$ cat src/include/ats_map.svh
// Constant map for the arc trip supervision block
`ifndef ATS_MAP_SVH
`define ATS_MAP_SVH
`define ATS_CLK_MHZ 100
`define ATS_BLINK_MS 500
`define ATS_BLINK_CYC (`ATS_BLINK_MS * 1000 * `ATS_CLK_MHZ / 2)
`define ATS_PULSE_US 60
`define ATS_PULSE_CYC (`ATS_PULSE_US * `ATS_CLK_MHZ)
`define ATS_LOOP_PERIOD_CYC 100000
`define ATS_RET_SLACK_CYC 3
`define ATS_CBF_SHORT_MS 100
`define ATS_CBF_LONG_MS 150
`define ATS_CBF_SHORT_CYC (`ATS_CBF_SHORT_MS * 1000 * `ATS_CLK_MHZ)
`define ATS_CBF_LONG_CYC (`ATS_CBF_LONG_MS * 1000 * `ATS_CLK_MHZ)
`define ATS_NCH 4
`define ATS_CFG_W 8
`define ATS_CFG_MODE_BIT 0
`define ATS_CFG_AUX_TRIP_BIT 1
`define ATS_CFG_LOCKOUT_BIT 2
`define ATS_CFG_CBF_EN_BIT 3
`define ATS_CFG_CBF_LONG_BIT 4
`define ATS_CFG_BO_SEL_LSB 5
`define ATS_CFG_BO_SEL_MSB 6
`define ATS_CFG_TRIP_B_BIT 7
`endif

$ cat src/include/ats_pkg.sv
// Types shared by the arc trip supervision block
package ats_pkg;
	typedef enum logic [1:0]
	{
		ATS_BO_LIGHT = 2'b00,
		ATS_BO_TRIP = 2'b01,
		ATS_BO_CBF = 2'b10,
		ATS_BO_OFF = 2'b11
	} ats_bo_sel_e;
	typedef enum logic [1:0]
	{
		ATS_LP_IDLE = 2'b00,
		ATS_LP_PULSE = 2'b01,
		ATS_LP_WAIT = 2'b10
	} ats_loop_st_e;
endpackage : ats_pkg

$ cat src/design/ats_trip_supervisor.sv
// Arc trip supervision and output logic
`include "ats_map.svh"
// Notes on behaviour
// - Healthy: power LED on and system-failure relay energized.
// - Internal or supply fault drops the relay and lights the error LED.
// - Failed sensor channel blinks, is blocked; other channels still protect.
// - Failure status clears itself once the error disappears.
// - Stays in error until every disconnected sensor is restored.
// - Live switches are compared with stored settings all the time.
// - Switch mismatch raises alarm; stored settings stay in force.
// - Two normally-open trip outputs close on a trip condition.
// - Lock-out output latches until reset press; survives power loss.
// - Lock-out state restored after power return from non-volatile copy.
// - Common trip output is OR of the two primary trip outputs.
// - Four point channels, up to three series sensors each.
// - Fiber loop tested by 60 us pulse; no return sets error.
// - First binary input is always the secondary trip criterion.
// - Second binary input selectable as direct trip or light.
// - Binary output source selected by switches, never latched.
// - Push button clears all latched indications and outputs.
// - Light-only mode: light trips and lights channel, output LEDs.
// - Second input as master trip operates trips without light.
// - Binary output LED follows binary output.
// - Light-and-current mode: light alone does not trip; lights channel LED, binary output if set to light.
// - Light plus criterion beyond breaker-failure delay drives trip b, output.
module ats_trip_supervisor #(
	parameter int NCH = `ATS_NCH,
	parameter int CFG_W = `ATS_CFG_W,
	parameter int BLINK_CYC = `ATS_BLINK_CYC,
	parameter int PULSE_CYC = `ATS_PULSE_CYC,
	parameter int LOOP_PERIOD_CYC = `ATS_LOOP_PERIOD_CYC,
	parameter int CBF_SHORT_CYC = `ATS_CBF_SHORT_CYC,
	parameter int CBF_LONG_CYC = `ATS_CBF_LONG_CYC
) (
	input wire logic clock_i,
	input wire logic rst_i,
	input wire logic [NCH-1:0] point_light_i,
	input wire logic [NCH-1:0] point_fault_i,
	input wire logic fiber_present_i,
	input wire logic fiber_light_i,
	input wire logic fiber_return_i,
	input wire logic secondary_criterion_input_i,
	input wire logic aux_trip_light_input_i,
	input wire logic reset_button_i,
	input wire logic [CFG_W-1:0] config_switch_i,
	input wire logic [CFG_W-1:0] stored_config_i,
	input wire logic internal_fault_i,
	input wire logic supply_fail_i,
	input wire logic nv_lockout_i,
	output logic trip_out_a_o,
	output logic trip_out_b_o,
	output logic lockout_trip_out_o,
	output logic common_trip_out_o,
	output logic config_binary_output_o,
	output logic system_failure_relay_o,
	output logic fiber_tx_o,
	output logic nv_lockout_o,
	output logic power_led_o,
	output logic error_led_o,
	output logic [NCH:0] channel_led_o,
	output logic trip_a_led_o,
	output logic trip_b_led_o,
	output logic lockout_led_o,
	output logic binary_out_led_o,
	output logic criterion_led_o,
	output logic config_mismatch_o
);
	import ats_pkg::*;

	// ------------------------------------------------------------
	// Input synchronisers
	// ------------------------------------------------------------
	localparam int SW = 2 * NCH + CFG_W + 8;
	logic [SW-1:0] raw_w;
	logic [SW-1:0] syn_w;
	assign raw_w = {point_light_i, point_fault_i, config_switch_i,
		fiber_present_i, fiber_light_i, fiber_return_i,
		secondary_criterion_input_i, aux_trip_light_input_i,
		reset_button_i, internal_fault_i, supply_fail_i};
	ats_sync #(.W(SW)) u_sync (
		.clock_i(clock_i),
		.rst_i(rst_i),
		.d_i(raw_w),
		.q_o(syn_w)
	);
	logic [NCH-1:0] light_w;
	logic [NCH-1:0] pfault_w;
	logic [CFG_W-1:0] sw_w;
	logic fib_pres_w, fib_light_w, fib_ret_w, crit_w, aux_w, btn_w;
	logic int_flt_w, sup_flt_w;
	assign {light_w, pfault_w, sw_w, fib_pres_w, fib_light_w, fib_ret_w,
		crit_w, aux_w, btn_w, int_flt_w, sup_flt_w} = syn_w;

	// ------------------------------------------------------------
	// Stored settings and mismatch
	// ------------------------------------------------------------
	// Stored image is a level from same-domain NV logic, taken as is
	logic [CFG_W-1:0] cfg_w;
	logic mismatch_w;
	assign cfg_w = stored_config_i;
	assign mismatch_w = (sw_w != cfg_w);
	logic mode_lc_w, aux_trip_w, lock_en_w, cbf_en_w, cbf_long_w;
	logic trip_b_en_w;
	ats_bo_sel_e bo_sel_w;
	assign mode_lc_w = cfg_w[`ATS_CFG_MODE_BIT];
	assign aux_trip_w = cfg_w[`ATS_CFG_AUX_TRIP_BIT];
	assign lock_en_w = cfg_w[`ATS_CFG_LOCKOUT_BIT];
	assign cbf_en_w = cfg_w[`ATS_CFG_CBF_EN_BIT];
	assign cbf_long_w = cfg_w[`ATS_CFG_CBF_LONG_BIT];
	assign trip_b_en_w = cfg_w[`ATS_CFG_TRIP_B_BIT];
	assign bo_sel_w = ats_bo_sel_e'(
		cfg_w[`ATS_CFG_BO_SEL_MSB:`ATS_CFG_BO_SEL_LSB]);

	// ------------------------------------------------------------
	// Fiber loop test pulse
	// ------------------------------------------------------------
	ats_loop_st_e lp_r, lp_nxt;
	logic [31:0] lp_cnt_r, lp_cnt_nxt;
	logic seen_r, seen_nxt;
	logic fib_fail_r, fib_fail_nxt;
	always_comb
	begin
		lp_nxt = lp_r;
		lp_cnt_nxt = lp_cnt_r + 32'h0000_0001;
		seen_nxt = seen_r | fib_ret_w;
		fib_fail_nxt = fib_fail_r;
		case (lp_r)
			ATS_LP_IDLE:
			begin
				seen_nxt = 1'b0;
				if (lp_cnt_r >= 32'(LOOP_PERIOD_CYC))
				begin
					lp_nxt = ATS_LP_PULSE;
					lp_cnt_nxt = '0;
				end
			end
			ATS_LP_PULSE:
				if (lp_cnt_r >= 32'(PULSE_CYC - 1))
				begin
					lp_nxt = ATS_LP_WAIT;
					lp_cnt_nxt = '0;
				end
			ATS_LP_WAIT:
			begin
				// Returned pulse may lag through the synchroniser
				if (lp_cnt_r >= 32'(`ATS_RET_SLACK_CYC))
				begin
					fib_fail_nxt = fib_pres_w & ~seen_r;
					lp_nxt = ATS_LP_IDLE;
					lp_cnt_nxt = '0;
				end
			end
			default:
			begin
				lp_nxt = ATS_LP_IDLE;
				lp_cnt_nxt = '0;
			end
		endcase
		if (!fib_pres_w)
			fib_fail_nxt = 1'b0;
	end

	// ------------------------------------------------------------
	// Trip decision
	// ------------------------------------------------------------
	logic [NCH:0] ch_light_w;
	logic [NCH:0] ch_bad_w;
	logic any_light_w, light_trip_w, master_w, trip_w, cbf_hit_w;
	logic [31:0] cbf_cnt_r, cbf_cnt_nxt;
	logic [31:0] cbf_lim_w;
	assign ch_bad_w = {fib_fail_r, pfault_w};
	// Blocked channels never count as light
	assign ch_light_w = {fib_light_w, light_w} & ~ch_bad_w;
	assign any_light_w = (|ch_light_w) | (aux_w & ~aux_trip_w);
	assign master_w = aux_w & aux_trip_w;
	assign light_trip_w = any_light_w & (~mode_lc_w | crit_w);
	assign trip_w = light_trip_w | master_w;
	assign cbf_lim_w = cbf_long_w ? 32'(CBF_LONG_CYC) : 32'(CBF_SHORT_CYC);
	assign cbf_hit_w = cbf_en_w & (cbf_cnt_r >= cbf_lim_w);
	always_comb
	begin
		cbf_cnt_nxt = '0;
		if (any_light_w && crit_w)
			cbf_cnt_nxt = cbf_hit_w ? cbf_cnt_r : cbf_cnt_r + 32'h0000_0001;
	end

	// ------------------------------------------------------------
	// Latches, cleared only by the button
	// ------------------------------------------------------------
	logic ta_r, ta_nxt, tb_r, tb_nxt, lo_r, lo_nxt;
	logic [NCH:0] led_r, led_nxt;
	logic crit_led_r, crit_led_nxt;
	logic lo_init_r;
	// Trip input held during the press re-latches: set wins
	assign ta_nxt = trip_w | (ta_r & ~btn_w);
	assign tb_nxt = ((trip_w & trip_b_en_w) | cbf_hit_w)
		| (tb_r & ~btn_w);
	assign lo_nxt = (lock_en_w & trip_w) | (lo_r & ~btn_w);
	assign led_nxt = ch_light_w | (led_r & ~{(NCH+1){btn_w}});
	assign crit_led_nxt = crit_w | (crit_led_r & ~btn_w);

	// ------------------------------------------------------------
	// Supervision, blink, binary output
	// ------------------------------------------------------------
	logic fail_w, bo_w;
	logic [31:0] blink_cnt_r, blink_cnt_nxt;
	logic blink_r, blink_nxt;
	// Failure clears once every cause has cleared, no latch
	assign fail_w = int_flt_w | sup_flt_w | (|ch_bad_w)
		| mismatch_w;
	assign blink_nxt = (blink_cnt_r >= 32'(BLINK_CYC - 1)) ? ~blink_r
		: blink_r;
	assign blink_cnt_nxt = (blink_cnt_r >= 32'(BLINK_CYC - 1)) ? '0
		: blink_cnt_r + 32'h0000_0001;
	always_comb
	begin
		case (bo_sel_w)
			ATS_BO_LIGHT: bo_w = any_light_w;
			ATS_BO_TRIP: bo_w = trip_w;
			ATS_BO_CBF: bo_w = cbf_hit_w;
			default: bo_w = 1'b0;
		endcase
		// Breaker-failure always reaches the binary output
		bo_w = bo_w | cbf_hit_w;
	end

	// ------------------------------------------------------------
	// State registers
	// ------------------------------------------------------------
	always_ff @(posedge clock_i or posedge rst_i)
	begin
		if (rst_i)
		begin
			lp_r <= ATS_LP_IDLE;
			lp_cnt_r <= '0;
			seen_r <= 1'b0;
			fib_fail_r <= 1'b0;
			cbf_cnt_r <= '0;
			blink_cnt_r <= '0;
			blink_r <= 1'b0;
		end
		else
		begin
			lp_r <= lp_nxt;
			lp_cnt_r <= lp_cnt_nxt;
			seen_r <= seen_nxt;
			fib_fail_r <= fib_fail_nxt;
			cbf_cnt_r <= cbf_cnt_nxt;
			blink_cnt_r <= blink_cnt_nxt;
			blink_r <= blink_nxt;
		end
	end

	// Lock-out reload from NV copy one cycle after reset release
	always_ff @(posedge clock_i or posedge rst_i)
	begin
		if (rst_i)
		begin
			ta_r <= 1'b0;
			tb_r <= 1'b0;
			lo_r <= 1'b0;
			lo_init_r <= 1'b1;
			led_r <= '0;
			crit_led_r <= 1'b0;
		end
		else
		begin
			ta_r <= ta_nxt;
			tb_r <= tb_nxt;
			lo_init_r <= 1'b0;
			lo_r <= lo_init_r ? nv_lockout_i : lo_nxt;
			led_r <= led_nxt;
			crit_led_r <= crit_led_nxt;
		end
	end

	// ------------------------------------------------------------
	// Output flops
	// ------------------------------------------------------------
	always_ff @(posedge clock_i or posedge rst_i)
	begin
		if (rst_i)
		begin
			trip_out_a_o <= 1'b0;
			trip_out_b_o <= 1'b0;
			lockout_trip_out_o <= 1'b0;
			common_trip_out_o <= 1'b0;
			config_binary_output_o <= 1'b0;
			system_failure_relay_o <= 1'b0;
			fiber_tx_o <= 1'b0;
			nv_lockout_o <= 1'b0;
			power_led_o <= 1'b0;
			error_led_o <= 1'b0;
			channel_led_o <= '0;
			trip_a_led_o <= 1'b0;
			trip_b_led_o <= 1'b0;
			lockout_led_o <= 1'b0;
			binary_out_led_o <= 1'b0;
			criterion_led_o <= 1'b0;
			config_mismatch_o <= 1'b0;
		end
		else
		begin
			trip_out_a_o <= ta_r;
			trip_out_b_o <= tb_r;
			lockout_trip_out_o <= lo_r;
			common_trip_out_o <= ta_r | tb_r;
			config_binary_output_o <= bo_w;
			system_failure_relay_o <= ~fail_w;
			fiber_tx_o <= (lp_r == ATS_LP_PULSE);
			nv_lockout_o <= lo_r;
			power_led_o <= ~fail_w;
			error_led_o <= fail_w;
			channel_led_o <= (led_r & ~ch_bad_w)
				| (ch_bad_w & {(NCH+1){blink_r}});
			trip_a_led_o <= ta_r;
			trip_b_led_o <= tb_r;
			lockout_led_o <= lo_r;
			binary_out_led_o <= bo_w;
			criterion_led_o <= crit_led_r;
			config_mismatch_o <= mismatch_w;
		end
	end
endmodule : ats_trip_supervisor

$ cat src/design/ats_sync.sv
// Two-flop synchroniser bank for pin inputs
module ats_sync #(
	parameter int W = 1
) (
	input wire logic clock_i,
	input wire logic rst_i,
	input wire logic [W-1:0] d_i,
	output logic [W-1:0] q_o
);
	logic [W-1:0] meta_r;
	always_ff @(posedge clock_i or posedge rst_i)
	begin
		if (rst_i)
		begin
			meta_r <= '0;
			q_o <= '0;
		end
		else
		begin
			meta_r <= d_i;
			q_o <= meta_r;
		end
	end
endmodule : ats_sync

$ cat config.mk
export PLATFORM = sky130hd
export DESIGN_NAME = ats_trip_supervisor
export DESIGN_NICKNAME = d
export VERILOG_FILES = /design/src/include/ats_pkg.sv /design/src/design/ats_trip_supervisor.sv /design/src/design/ats_sync.sv
export VERILOG_INCLUDE_DIRS = /design/src /design/src/include
export SDC_FILE = /design/constraint.sdc
export NUM_CORES = 1
export LEC_CHECK = 0
export BUFFER_PORTS_ARGS = -buffer_cell sky130_fd_sc_hd__buf_2
export CAP_MARGIN = 0
export CORE_MARGIN = 5
export CORE_UTILIZATION = 35
export DETAILED_ROUTE_END_ITERATION = 6
export MAX_ROUTING_LAYER = met4
export PLACE_DENSITY = 0.59
export SKIP_CTS_REPAIR_TIMING = 1
export SYNTH_ARGS = -nofsm -noshare
export SYNTH_HDL_FRONTEND = slang
export SYNTH_SLANG_ARGS = --single-unit
$ cat constraint.sdc
create_clock -name clock_i -period 8.9 [get_ports clock_i]
set_input_delay 1.78 -clock clock_i [delete_from_list [all_inputs] [get_ports clock_i]]
set_output_delay 1.78 -clock clock_i [all_outputs]
set_load 0.02 [all_outputs]
**Yosys cells after proc, flatten, opt, wreduce, memory -nomap -nowiden**

Index checks and enable logic that the tools add are counted.

- Magnitude comparators: 5
- Bitwise logic cells: 39
- Mux-type cells: 18
- Eq/ne operators: 11
- Add/sub/neg operators: 3
- Reduce and logical (&&, ||, !) cells: 7

Operators by type and width:

| cell | number |
|---|---|
| $mux W32 | 6 |
| $add A32 B1 Y32 const B | 3 |
| $pmux W32 S3 | 1 |
| $ge A32 B13 Y1 const B | 1 |
| $ge A32 B17 Y1 const B | 1 |
| $ge A32 B2 Y1 const B | 1 |
| $ge A32 B24 Y1 | 1 |
| $ge A32 B25 Y1 const B | 1 |
| $mux W23 | 1 |
| $and A5 B5 Y5 | 4 |
| $or A1 B1 Y1 | 14 |
| $ne A2 B2 Y1 const B | 6 |
| $and A1 B1 Y1 | 11 |
| $not A5 Y5 | 2 |
| $or A5 B5 Y5 | 2 |
| $reduce_or A5 Y1 | 2 |
| $ne A8 B8 Y1 | 1 |
| $mux W2 | 3 |
| $not A1 Y1 | 6 |
| $pmux W2 S3 | 1 |
| $mux W1 | 5 |
| $eq A2 B1 Y1 const B | 2 |
| $eq A2 B2 Y1 const B | 2 |
| $logic_not A2 Y1 | 2 |
| other kinds (4) | 4 |

- Register bits: 174
- Output and inout bits: 21
- Bits of input ports: 35
- Logic and storage cells: 109

**Longest topological paths before layout**

Gate-level depths: netlist of the first run.

- Depth in word-level cells: 9
- Gate-level depth with buffers: 9
- Gate-level depth less buffers: 8

**Cells and area by module**

From an unflattened synthesis of the first run, not the netlist that was laid out.

- Cell total of the unflattened synthesis: 635
- Area, all modules: 7160.6 sq um

By module, submodules not included:

| module | cells an instance | times used | area an instance (sq um) | sequential area each (sq um) |
|---|---|---|---|---|
| ats_trip_supervisor | 586 | 1 | 5955.7 | 3154.3 |
| ats_sync | 49 | 1 | 1204.9 | 1201.2 |

**Worst setup path before layout of the first run**

No wires, ideal clock.

- Kind: in2reg
- Start: input stored_config_i[4]
- End: register cbf_cnt_r[11]
- Path buffers: 0
- Data required time: 8.823 ns
- Stages on the path: 8
- Data arrival time: 3.605 ns
- Path slack: 5.217 ns
- Library setup time: 0.077 ns
- Cells stage by stage: inv_1 -> ha_1 -> a21o_1 -> a21oi_2 -> o211ai_2 -> a211o_4 -> or3_1 -> a21oi_1

- Cells in the longest elaborated chain, start to end: 4

Ends and longest elaborated chain:

| item | RTL line | RTL |
|---|---|---|
| start, declared | ats_trip_supervisor.sv:46 | `input wire logic [CFG_W-1:0] stored_config_i,` |
| $mux W23 | ats_trip_supervisor.sv:178 | `assign cbf_lim_w = cbf_long_w ? 32'(CBF_LONG_CYC) : 32'(CBF_SHORT_CYC);` |
| $ge A32 B24 Y1 | ats_trip_supervisor.sv:179 | `assign cbf_hit_w = cbf_en_w & (cbf_cnt_r >= cbf_lim_w);` |
| $and A1 B1 Y1 | ats_trip_supervisor.sv:179 |  |
| $ne A2 B2 Y1 (no line) | - |  |
| end signal, assigned | ats_trip_supervisor.sv:248 | `cbf_cnt_r <= cbf_cnt_nxt;` |
| end, declared | ats_trip_supervisor.sv:169 | `logic [31:0] cbf_cnt_r, cbf_cnt_nxt;` |

No other way between the ends.
A chain may end at the register's enable or synchronous reset.

**Worst setup path after layout of the first run**

- Start: input stored_config_i[4]
- End: register cbf_cnt_r[10]

The elaborated chain is that of the path after synthesis.

==> results of run 1 <==
## Yosys cell counts (all sizes together), types with 8 or more instances
library cell and instances:
or3 9, nor2 85, nand3 29, clkbuf 9, and3 18, dfrtp 173, nor3 15, ha 17
o21ai 22, inv 27, a211oi 8, nor4 19, xor2 22, xnor2 44, buf 12, nand4 25
nand2 37, a21oi 15
## state kept, by name, summed over array words and instances (netlist names), 2 cells and up
register	flops
u_sync.q_o	24
cbf_cnt_r	32
blink_cnt_r	32
lp_cnt_r	32
u_sync.meta_r	24
lp_r	2
led_r	5
channel_led_o	5
## where the power goes
group          internal (W)  switching (W)  total (W)
Combinational     0.0000429      0.0000713   0.000114
Sequential         0.000832      0.0000280   0.000860
Clock              0.000402       0.000341   0.000743
Total               0.00128       0.000440    0.00172
## cell families after synthesis
group,Yosys count
mux,3
buf+inv,48
compound gates,77
simple gates,256
flops,174
other cells,1
xor+xnor,66
fa+ha+maj,17
## cell type report
type                    instances  share of cell area, %
repair buffers                 58                   3.53
clock inverters                15                   2.01
inverters                      27                   1.26
flip-flops and latches        174                   51.6
clock buffers                  17                   5.04
multi-input cells             442                   32.6
well taps                     270                   4.00
## layer usage
layer	wire length [um]	share of wire [%]	track usage (%)	vias to the layer above
met2	6040	44	18.4	82
li1	-	-	-	2339
met5	0	0	-	-
met4	172	1.3	3.32	0
met3	554	4.1	3.77	18
met1	6830	50	17.2	2282
## metrics by stage
step | power [W] | hold WS, ns
floorplan | 0.000948 | 0.331
global placement | 0.000993 | 0.335
detailed placement | 0.000994 | 0.336
CTS | 0.00174 | 0.348
global route | 0.00179 | 0.360
finish | 0.00172 | 0.349
## path summary, 6_finish.rpt
check | start | endpoint | slack, ns | depth (start not counted)
min in group asynchronous | rst_i | u_sync.meta_r[0] | 1.55 | 2
max reg2reg | cbf_cnt_r[9] | cbf_cnt_r[10] | 6.29 | 7
max | stored_config_i[4] | cbf_cnt_r[10] | 5.04 | 9
min | u_sync.meta_r[4] | u_sync.q_o[4] | 0.35 | 0
max in group asynchronous | rst_i | cbf_cnt_r[3] | 5.91 | 3
min reg2reg | u_sync.meta_r[4] | u_sync.q_o[4] | 0.35 | 0
==> flow_summary.toml, run 1 <==
[flow_run]
maxCapViolCount = 0

[placement]
placed_area_sq_mm = 0.00785
hpwl_mm = 9.46
io_buffers = 55
dp_slack_ns = 4.64
dp_cells = 971
gp_congestion = 0.790

[cts]
htreeDepth = 4
cts_buffer_depth = 2
path_clk_slew_ns = 0.07
cts_tree = "built"
clock_sink_count = 174
cts_buffers = 17
insertion_delay_ns = 0.43
clockRootBuffer = "clkbuf_16"

[drt]
vias = 4721
drtIter0Drc = 319
wl_per_cell_um = 13.6
viasPerCell = 4.71
drtAntennaViolNets = 0
drt_wl_total_mm = 13.6
drc = 0
dr.pass1.iters = 4

[sta]
finalHoldViolCount = 0
min_period_ns = 3.86
fin_skew_ns = 0.00889
finalCritPeriodShare_pct = 43.4
tightest_slew_ns = 0.889
setup_viol_count_final = 0
finalWorstSetupSlack_ns = 5.04
rsz0062_at_grt = "no"
fin_tns_setup_ns = 0
relSlewSlack_pct = 40.7
slew_viol_final = 0
max_freq_ghz = 0.259

[pwr]
pwr_density_cell_mw_per_mm2 = 203
leakagePower_nw = 3.64
ir_drop_mv = 0.117

[synthesis]
ys_ff_latch = 174
synthMuxAreaShare_pct = 0.432
synth.area.top_cells = "dfrtp_1 60%, xnor2_1 5.3%, nor2_1 4.4%"
ys_types = 60
syn_area_per_cell_sq_um = 11.3
yosysTopAreaCellShare_pct = 59.8
synth-main-ff-cell = "dfrtp_1"
synthXorXnorAreaFrac_pct = 7.98
synth_edf_count = 0
yosys.area.top_type = "dfrtp_1"
synth_area_sq_mm = 0.00724
synthArstFlopShare_pct = 100
yosysWarnings = 0
synth_top_family_by_area = "simple AND/OR/NAND/NOR gates"
syn-instance-count = 642
synthSimpleGateAreaFrac_pct = 17.8
synth_fa_ha_area_share_pct = 2.94
synth_compound_area_share_pct = 7.45
yosysSeqAreaShare_pct = 60.1

[worst_setup_path]
crit_family = "compound AO/OA/AOI/OAI gates"
crit_type = "in2reg"
cp_max_fo = 24
critPathSlowestCell = "a211oi_2"
path_cells = "buf_2 > inv_1 > ha_1 > a211oi_1 > o211ai_1 > o21a_4 > a211oi_2 > a311oi_1 > a41o_1"
cp.arrival_ns = 4.18
cp-end-kind = "flip-flop"
max_stage_delay_ns = 0.59
worst-path-buf-inv = 2
critPathRequiredTime_ns = 9.22
start_kind = "input port"

[cells_and_area]
syn_to_final_growth_pct = 16.6
ff_latch_area_sq_mm = 0.00436
finalNetCount = 772
fin_area_sq_mm = 0.00845
final_cell_mix = "173 x dfrtp_1, 85 x nor2_1, 55 x buf_2"
diodes = 0
post-route-util_pct = 41.6
layout_commonest_cell = "dfrtp_1"
fin_cells = 1003
fillers = 1964
multi_input_comb_area_sq_mm = 0.00275
layout-drive-gt1-share_pct = 15.1

[die]
die_w_um = 154
core.rowCount = 52
core_sq_mm = 0.0203
die_h_um = 154
start_util_pct = 35.7
ios = 56
die_area_sq_mm = 0.0237

[worst_hold_path]
min_path_type = "reg2reg"

[grt]
grt_pass1_vias = 4652
grt_max_degree = 103
grt-ovfl-total = 0
grt_use_total_pct = 12.6
grt_pass1_wl_mm = 23.6
grt_antenna_before_repair = 0

[outcome]
status = "complete, no violations"
No activity file was read; power rests on OpenSTA's default activity.
==> run 2, diff against run 1 <==
PLACE_DENSITY = 0.61   (was 0.59)
clock period = 3.1 ns   (was 8.9 ns; I/O delays follow)
==> run 2 against run 1 <==
Compared with the run above: routed wire length about the same; combinational power rose to 3.0 times the previous value; core utilization up 0.54 points; register-to-register slack worse by 5.8 ns; critical endpoint unchanged; largest cell class unchanged; highest routed layer unchanged.
==> flow_summary.toml, run 2 (synthesis gave the netlist of run 1 again) <==
[cells_and_area]
layout-drive-gt1-share_pct = 15.6
layout_commonest_cell = "dfrtp_1"
multi_input_comb_area_sq_mm = 0.00275
finalNetCount = 777
fillers = 1928
ff_latch_area_sq_mm = 0.00436
final_cell_mix = "173 x dfrtp_1, 85 x nor2_1, 55 x buf_2"
post-route-util_pct = 42.2
syn_to_final_growth_pct = 18.1
diodes = 0
reg.largest.list = "blink_cnt_r: 32 flops, cbf_cnt_r: 32 flops, lp_cnt_r: 32 flops"
fin_area_sq_mm = 0.00856

[worst_hold_path]
min_path_type = "in2async"

[grt]
grt_pass1_wl_mm = 23.1
grt_pass1_vias = 4610
grt-ovfl-total = 0
grt_max_degree = 55
grt_use_total_pct = 12.4
grt_antenna_before_repair = 0

[sta]
hold_slack_ns = 0.280
fin_skew_ns = 0.0117
rsz0062_at_grt = "no"
finalHoldViolCount = 0
fin_tns_setup_ns = 0
finalCritPeriodShare_pct = 83.0
max_freq_ghz = 0.389
min_period_ns = 2.57
slew_viol_final = 0
setup_viol_count_final = 0
relSlewSlack_pct = 53.8
tightest_slew_ns = 0.689

[pwr]
ir_drop_mv = 0.379
total_power_w = 0.00507
pwr_density_cell_mw_per_mm2 = 593
leakagePower_nw = 3.68

[drt]
wl_per_cell_um = 13.5
viasPerCell = 4.65
drc = 0
dr.pass1.iters = 4
vias = 4691
drt_wl_total_mm = 13.6
drtIter0Drc = 423
drtAntennaViolNets = 0

[die]
ios = 56
core_sq_mm = 0.0203
die_h_um = 154
start_util_pct = 35.7
die_w_um = 154
die_area_sq_mm = 0.0237
core.rowCount = 52

[placement]
hpwl_mm = 9.46
gp_congestion = 0.800
placed_area_sq_mm = 0.00793
io_buffers = 55

[cts]
clock_sink_count = 174
cts_buffers = 17
cts_buffer_depth = 2
clockRootBuffer = "clkbuf_16"
path_clk_slew_ns = 0.06
cts_tree = "built"
insertion_delay_ns = 0.43
htreeDepth = 4

[worst_setup_path]
crit_type = "in2reg"
rr_worst_depth = 7
cp_max_fo = 10
reg2reg_setup_slack_ns = 0.53
critPathRequiredTime_ns = 3.41
cp.arrival_ns = 2.89
start_kind = "input port"
r2r-end = "cbf_cnt_r[10]"
rr_startpoint = "cbf_cnt_r[9]"
cp-end-kind = "flip-flop"

[outcome]
status = "complete, no violations"

[flow_run]
maxCapViolCount = 0
-- run 2: area by class of cell --
cell class                      instances  area share (%)
Clock inverter                         13            2.21
Clock buffer                           19            5.18
Inverter                               27            1.23
Timing Repair Buffer                   63            4.36
Sequential cell                       174            50.9
Tap cell                              270            3.95
Multi-Input combinational cell        442            32.2
-- run 2: worst max-delay path: stages --
cell      delay (ns)
buf_2           0.11
inv_1           0.19
ha_1            0.29
a21o_1          0.20
a21oi_2         0.22
o211ai_2        0.22
a211oi_2        0.61
a311oi_1        0.19
a41o_1          0.24
-- run 2: how the worst max path moves through the flow --
| stage | start | end | slack [ns] | cells after the start |
|---|---|---|---|---|
| after global placement | stored_config_i[4] | cbf_cnt_r[10] | 0.16 | 9 |
| final | stored_config_i[4] | cbf_cnt_r[10] | 0.53 | 9 |
| after global routing | cbf_cnt_r[9] | cbf_cnt_r[10] | 0.34 | 7 |
| after detailed placement | stored_config_i[4] | cbf_cnt_r[10] | 0.12 | 9 |
| after CTS | cbf_cnt_r[9] | cbf_cnt_r[10] | 0.56 | 7 |
| after floorplan | rst_i | binary_out_led_o | 0.26 | 1 |
-- run 2: power breakdown --
group / leakage, nW / internal [W] / switching (W) / total [W]
Sequential: 2.19 / 0.00239 / 0.0000818 / 0.00247
Combinational: 1.18 / 0.000131 / 0.000208 / 0.000340
Clock: 0.304 / 0.00137 / 0.000888 / 0.00226
-- run 2: metrics by stage --
step / setup WS, ns / cells
after detailed placement: 0.116 / 976
after floorplan: 0.256 / 664
after CTS: 0.563 / 1008
final: 0.527 / 1008
after global routing: 0.339 / 1008
after global placement: 0.158 / 976
-- run 2: metal layers --
layer / share of wire, % / routed length [um] / vias to the layer above / track usage, %
met5: 0 / 0 / - / -
met3: 3.6 / 491 / 18 / 3.43
met2: 45 / 6100 / 67 / 17.7
met4: 1.8 / 240 / 0 / 4.75
li1: - / - / 2354 / -
met1: 50 / 6770 / 2252 / 17.1
==> run 3, diff against run 2 <==
PLACE_DENSITY = 0.59   (was 0.61)
clock period = 2.45 ns   (was 3.1 ns; I/O delays follow)
==> run 3 against run 2 <==
Compared with the run above: sequential power increased by 26%; cell count increased by 1.8%; power increased by 21%; worst hold slack got worse by 0.27 ns; combinational power increased by 28%; non-clock buffer count increased by 16; core utilization increased by 0.24 points; count of clock-buffer cells in the layout decreased by 2; critical endpoint is now cbf_cnt_r[9]; largest power group unchanged; highest routed layer unchanged.
==> flow_summary.toml, run 3 (synthesis gave the netlist of run 1 again) <==
[outcome]
status = "complete, no violations"

[drt]
drtAntennaViolNets = 0
viasPerCell = 4.66
drt_wl_total_mm = 13.6
vias = 4781
drtIter0Drc = 308
wl_per_cell_um = 13.2
dr.pass1.iters = 4
drc = 0

[worst_setup_path]
crit_type = "reg2reg"
reg2reg_setup_slack_ns = 0.13
r2r-end = "cbf_cnt_r[9]"
rr_worst_depth = 7
critPathRequiredTime_ns = 2.80
cp-endpoint = "cbf_cnt_r[9]"
cp-end-kind = "flip-flop"
start_kind = "flip-flop"
cp_max_fo = 8
crit_path_start = "cbf_cnt_r[9]"
rr_startpoint = "cbf_cnt_r[9]"
cp.arrival_ns = 2.67

[cts]
cts_buffer_depth = 2
insertion_delay_ns = 0.43
htreeDepth = 4
clockRootBuffer = "clkbuf_16"
clock_sink_count = 174
path_clk_slew_ns = 0.07
cts_buffers = 17
cts_tree = "built"

[die]
die_area_sq_mm = 0.0237
die_h_um = 154
ios = 56
core.rowCount = 52
start_util_pct = 35.7
die_w_um = 154
core_sq_mm = 0.0203

[cells_and_area]
ff_latch_area_sq_mm = 0.00436
reg.largest.list = "blink_cnt_r: 32 flops, cbf_cnt_r: 32 flops, lp_cnt_r: 32 flops"
fin_area_sq_mm = 0.00861
fillers = 1966
syn_to_final_growth_pct = 18.8
finalNetCount = 793
layout_commonest_cell = "dfrtp_1"
layout-drive-gt1-share_pct = 17.5
final_cell_mix = "173 x dfrtp_1, 85 x nor2_1, 55 x buf_2"
multi_input_comb_area_sq_mm = 0.00276

[sta]
setup_viol_count_final = 0
rsz0062_at_grt = "no"
finalHoldViolCount = 0
max_freq_ghz = 0.432
finalCritPeriodShare_pct = 94.5
slew_viol_final = 0
relSlewSlack_pct = 61.9
tightest_slew_ns = 0.558
hold_slack_ns = 0.0140
fin_skew_ns = 0.0104
min_period_ns = 2.32

[placement]
placed_area_sq_mm = 0.00802
io_buffers = 55
gp_congestion = 0.788
hpwl_mm = 9.59

[grt]
grt_use_total_pct = 12.6
grt-ovfl-total = 0
grt_pass1_vias = 4826
grt_max_degree = 64
grt_antenna_before_repair = 2
grt_pass1_wl_mm = 23.8

[pwr]
leakagePower_nw = 3.72
pwr_density_cell_mw_per_mm2 = 711
ir_drop_mv = 0.390

[worst_hold_path]
min_path_type = "in2async"

[flow_run]
maxCapViolCount = 0
==> run 3: cell types whose count changed in the layout (fill, tap and decap cells not counted), sizes merged <==
| cell | change |
|---|---|
| buf | +16 |
| inv | +6 |
| bufinv | -4 |
| clkbuf | -2 |
| diode | +2 |
| clkinv | -1 |
| clkinvlp | +1 |
==> run 3: stage by stage <==
step	utilization, %	setup WS (ns)	total power [W]	std cells	TNS [ns]
6_report	42.4	0.135	0.00612	1026	0
5_1_grt	42.4	0.0108	0.00641	1026	0
4_1_cts	42.3	0.0546	0.00623	1024	0
3_5_place_dp	39.5	-0.279	0.00363	992	-2.88
3_3_place_gp	39.5	-0.252	0.00362	992	-2.71
2_1_floorplan	-	-0.264	0.00344	664	-45.65
==> run 3: how the worst min path moves through the flow <==
stage                            from        endpoint
finish                          rst_i  blink_cnt_r[0]
global placement    u_sync.meta_r[12]  u_sync.q_o[12]
global route                    rst_i  blink_cnt_r[0]
CTS                             rst_i  blink_cnt_r[0]
detailed placement  u_sync.meta_r[12]  u_sync.q_o[12]
floorplan            u_sync.meta_r[0]   u_sync.q_o[0]
==> run 3: layer usage <==
metal,vias to the layer above,GRT usage [%],share of wire [%]
met2,74,18.4,45
met4,0,3.87,1.2
met5,-,-,0
li1,2391,-,-
met3,14,3.65,4.7
met1,2302,17.0,49
==> run 3: area by class of cell <==
| cell class | instances | share of cell area [%] |
|---|---|---|
| timing repair buffer | 79 | 5.44 |
| sequential | 174 | 50.6 |
| antenna | 2 | 0.0582 |
| tap | 270 | 3.93 |
| clock inverter | 15 | 1.72 |
| clock buffer | 17 | 4.94 |
| multi-input combinational | 442 | 32.1 |
| inverter | 27 | 1.22 |
==> run 3: worst max-delay path: stages (launching register included) <==
cell,delay (ns)
dfrtp_1,0.40
ha_1,0.30
a21o_1,0.16
a211oi_1,0.29
o211ai_2,0.20
a211o_4,0.40
or3_1,0.35
a21oi_1,0.15
==> run 3: where the power goes <==
part           total (W)  switching [W]  internal (W)
clock            0.00256        0.00122       0.00135
sequential       0.00312       0.000100       0.00302
combinational   0.000435       0.000266      0.000169
total            0.00612        0.00158       0.00454
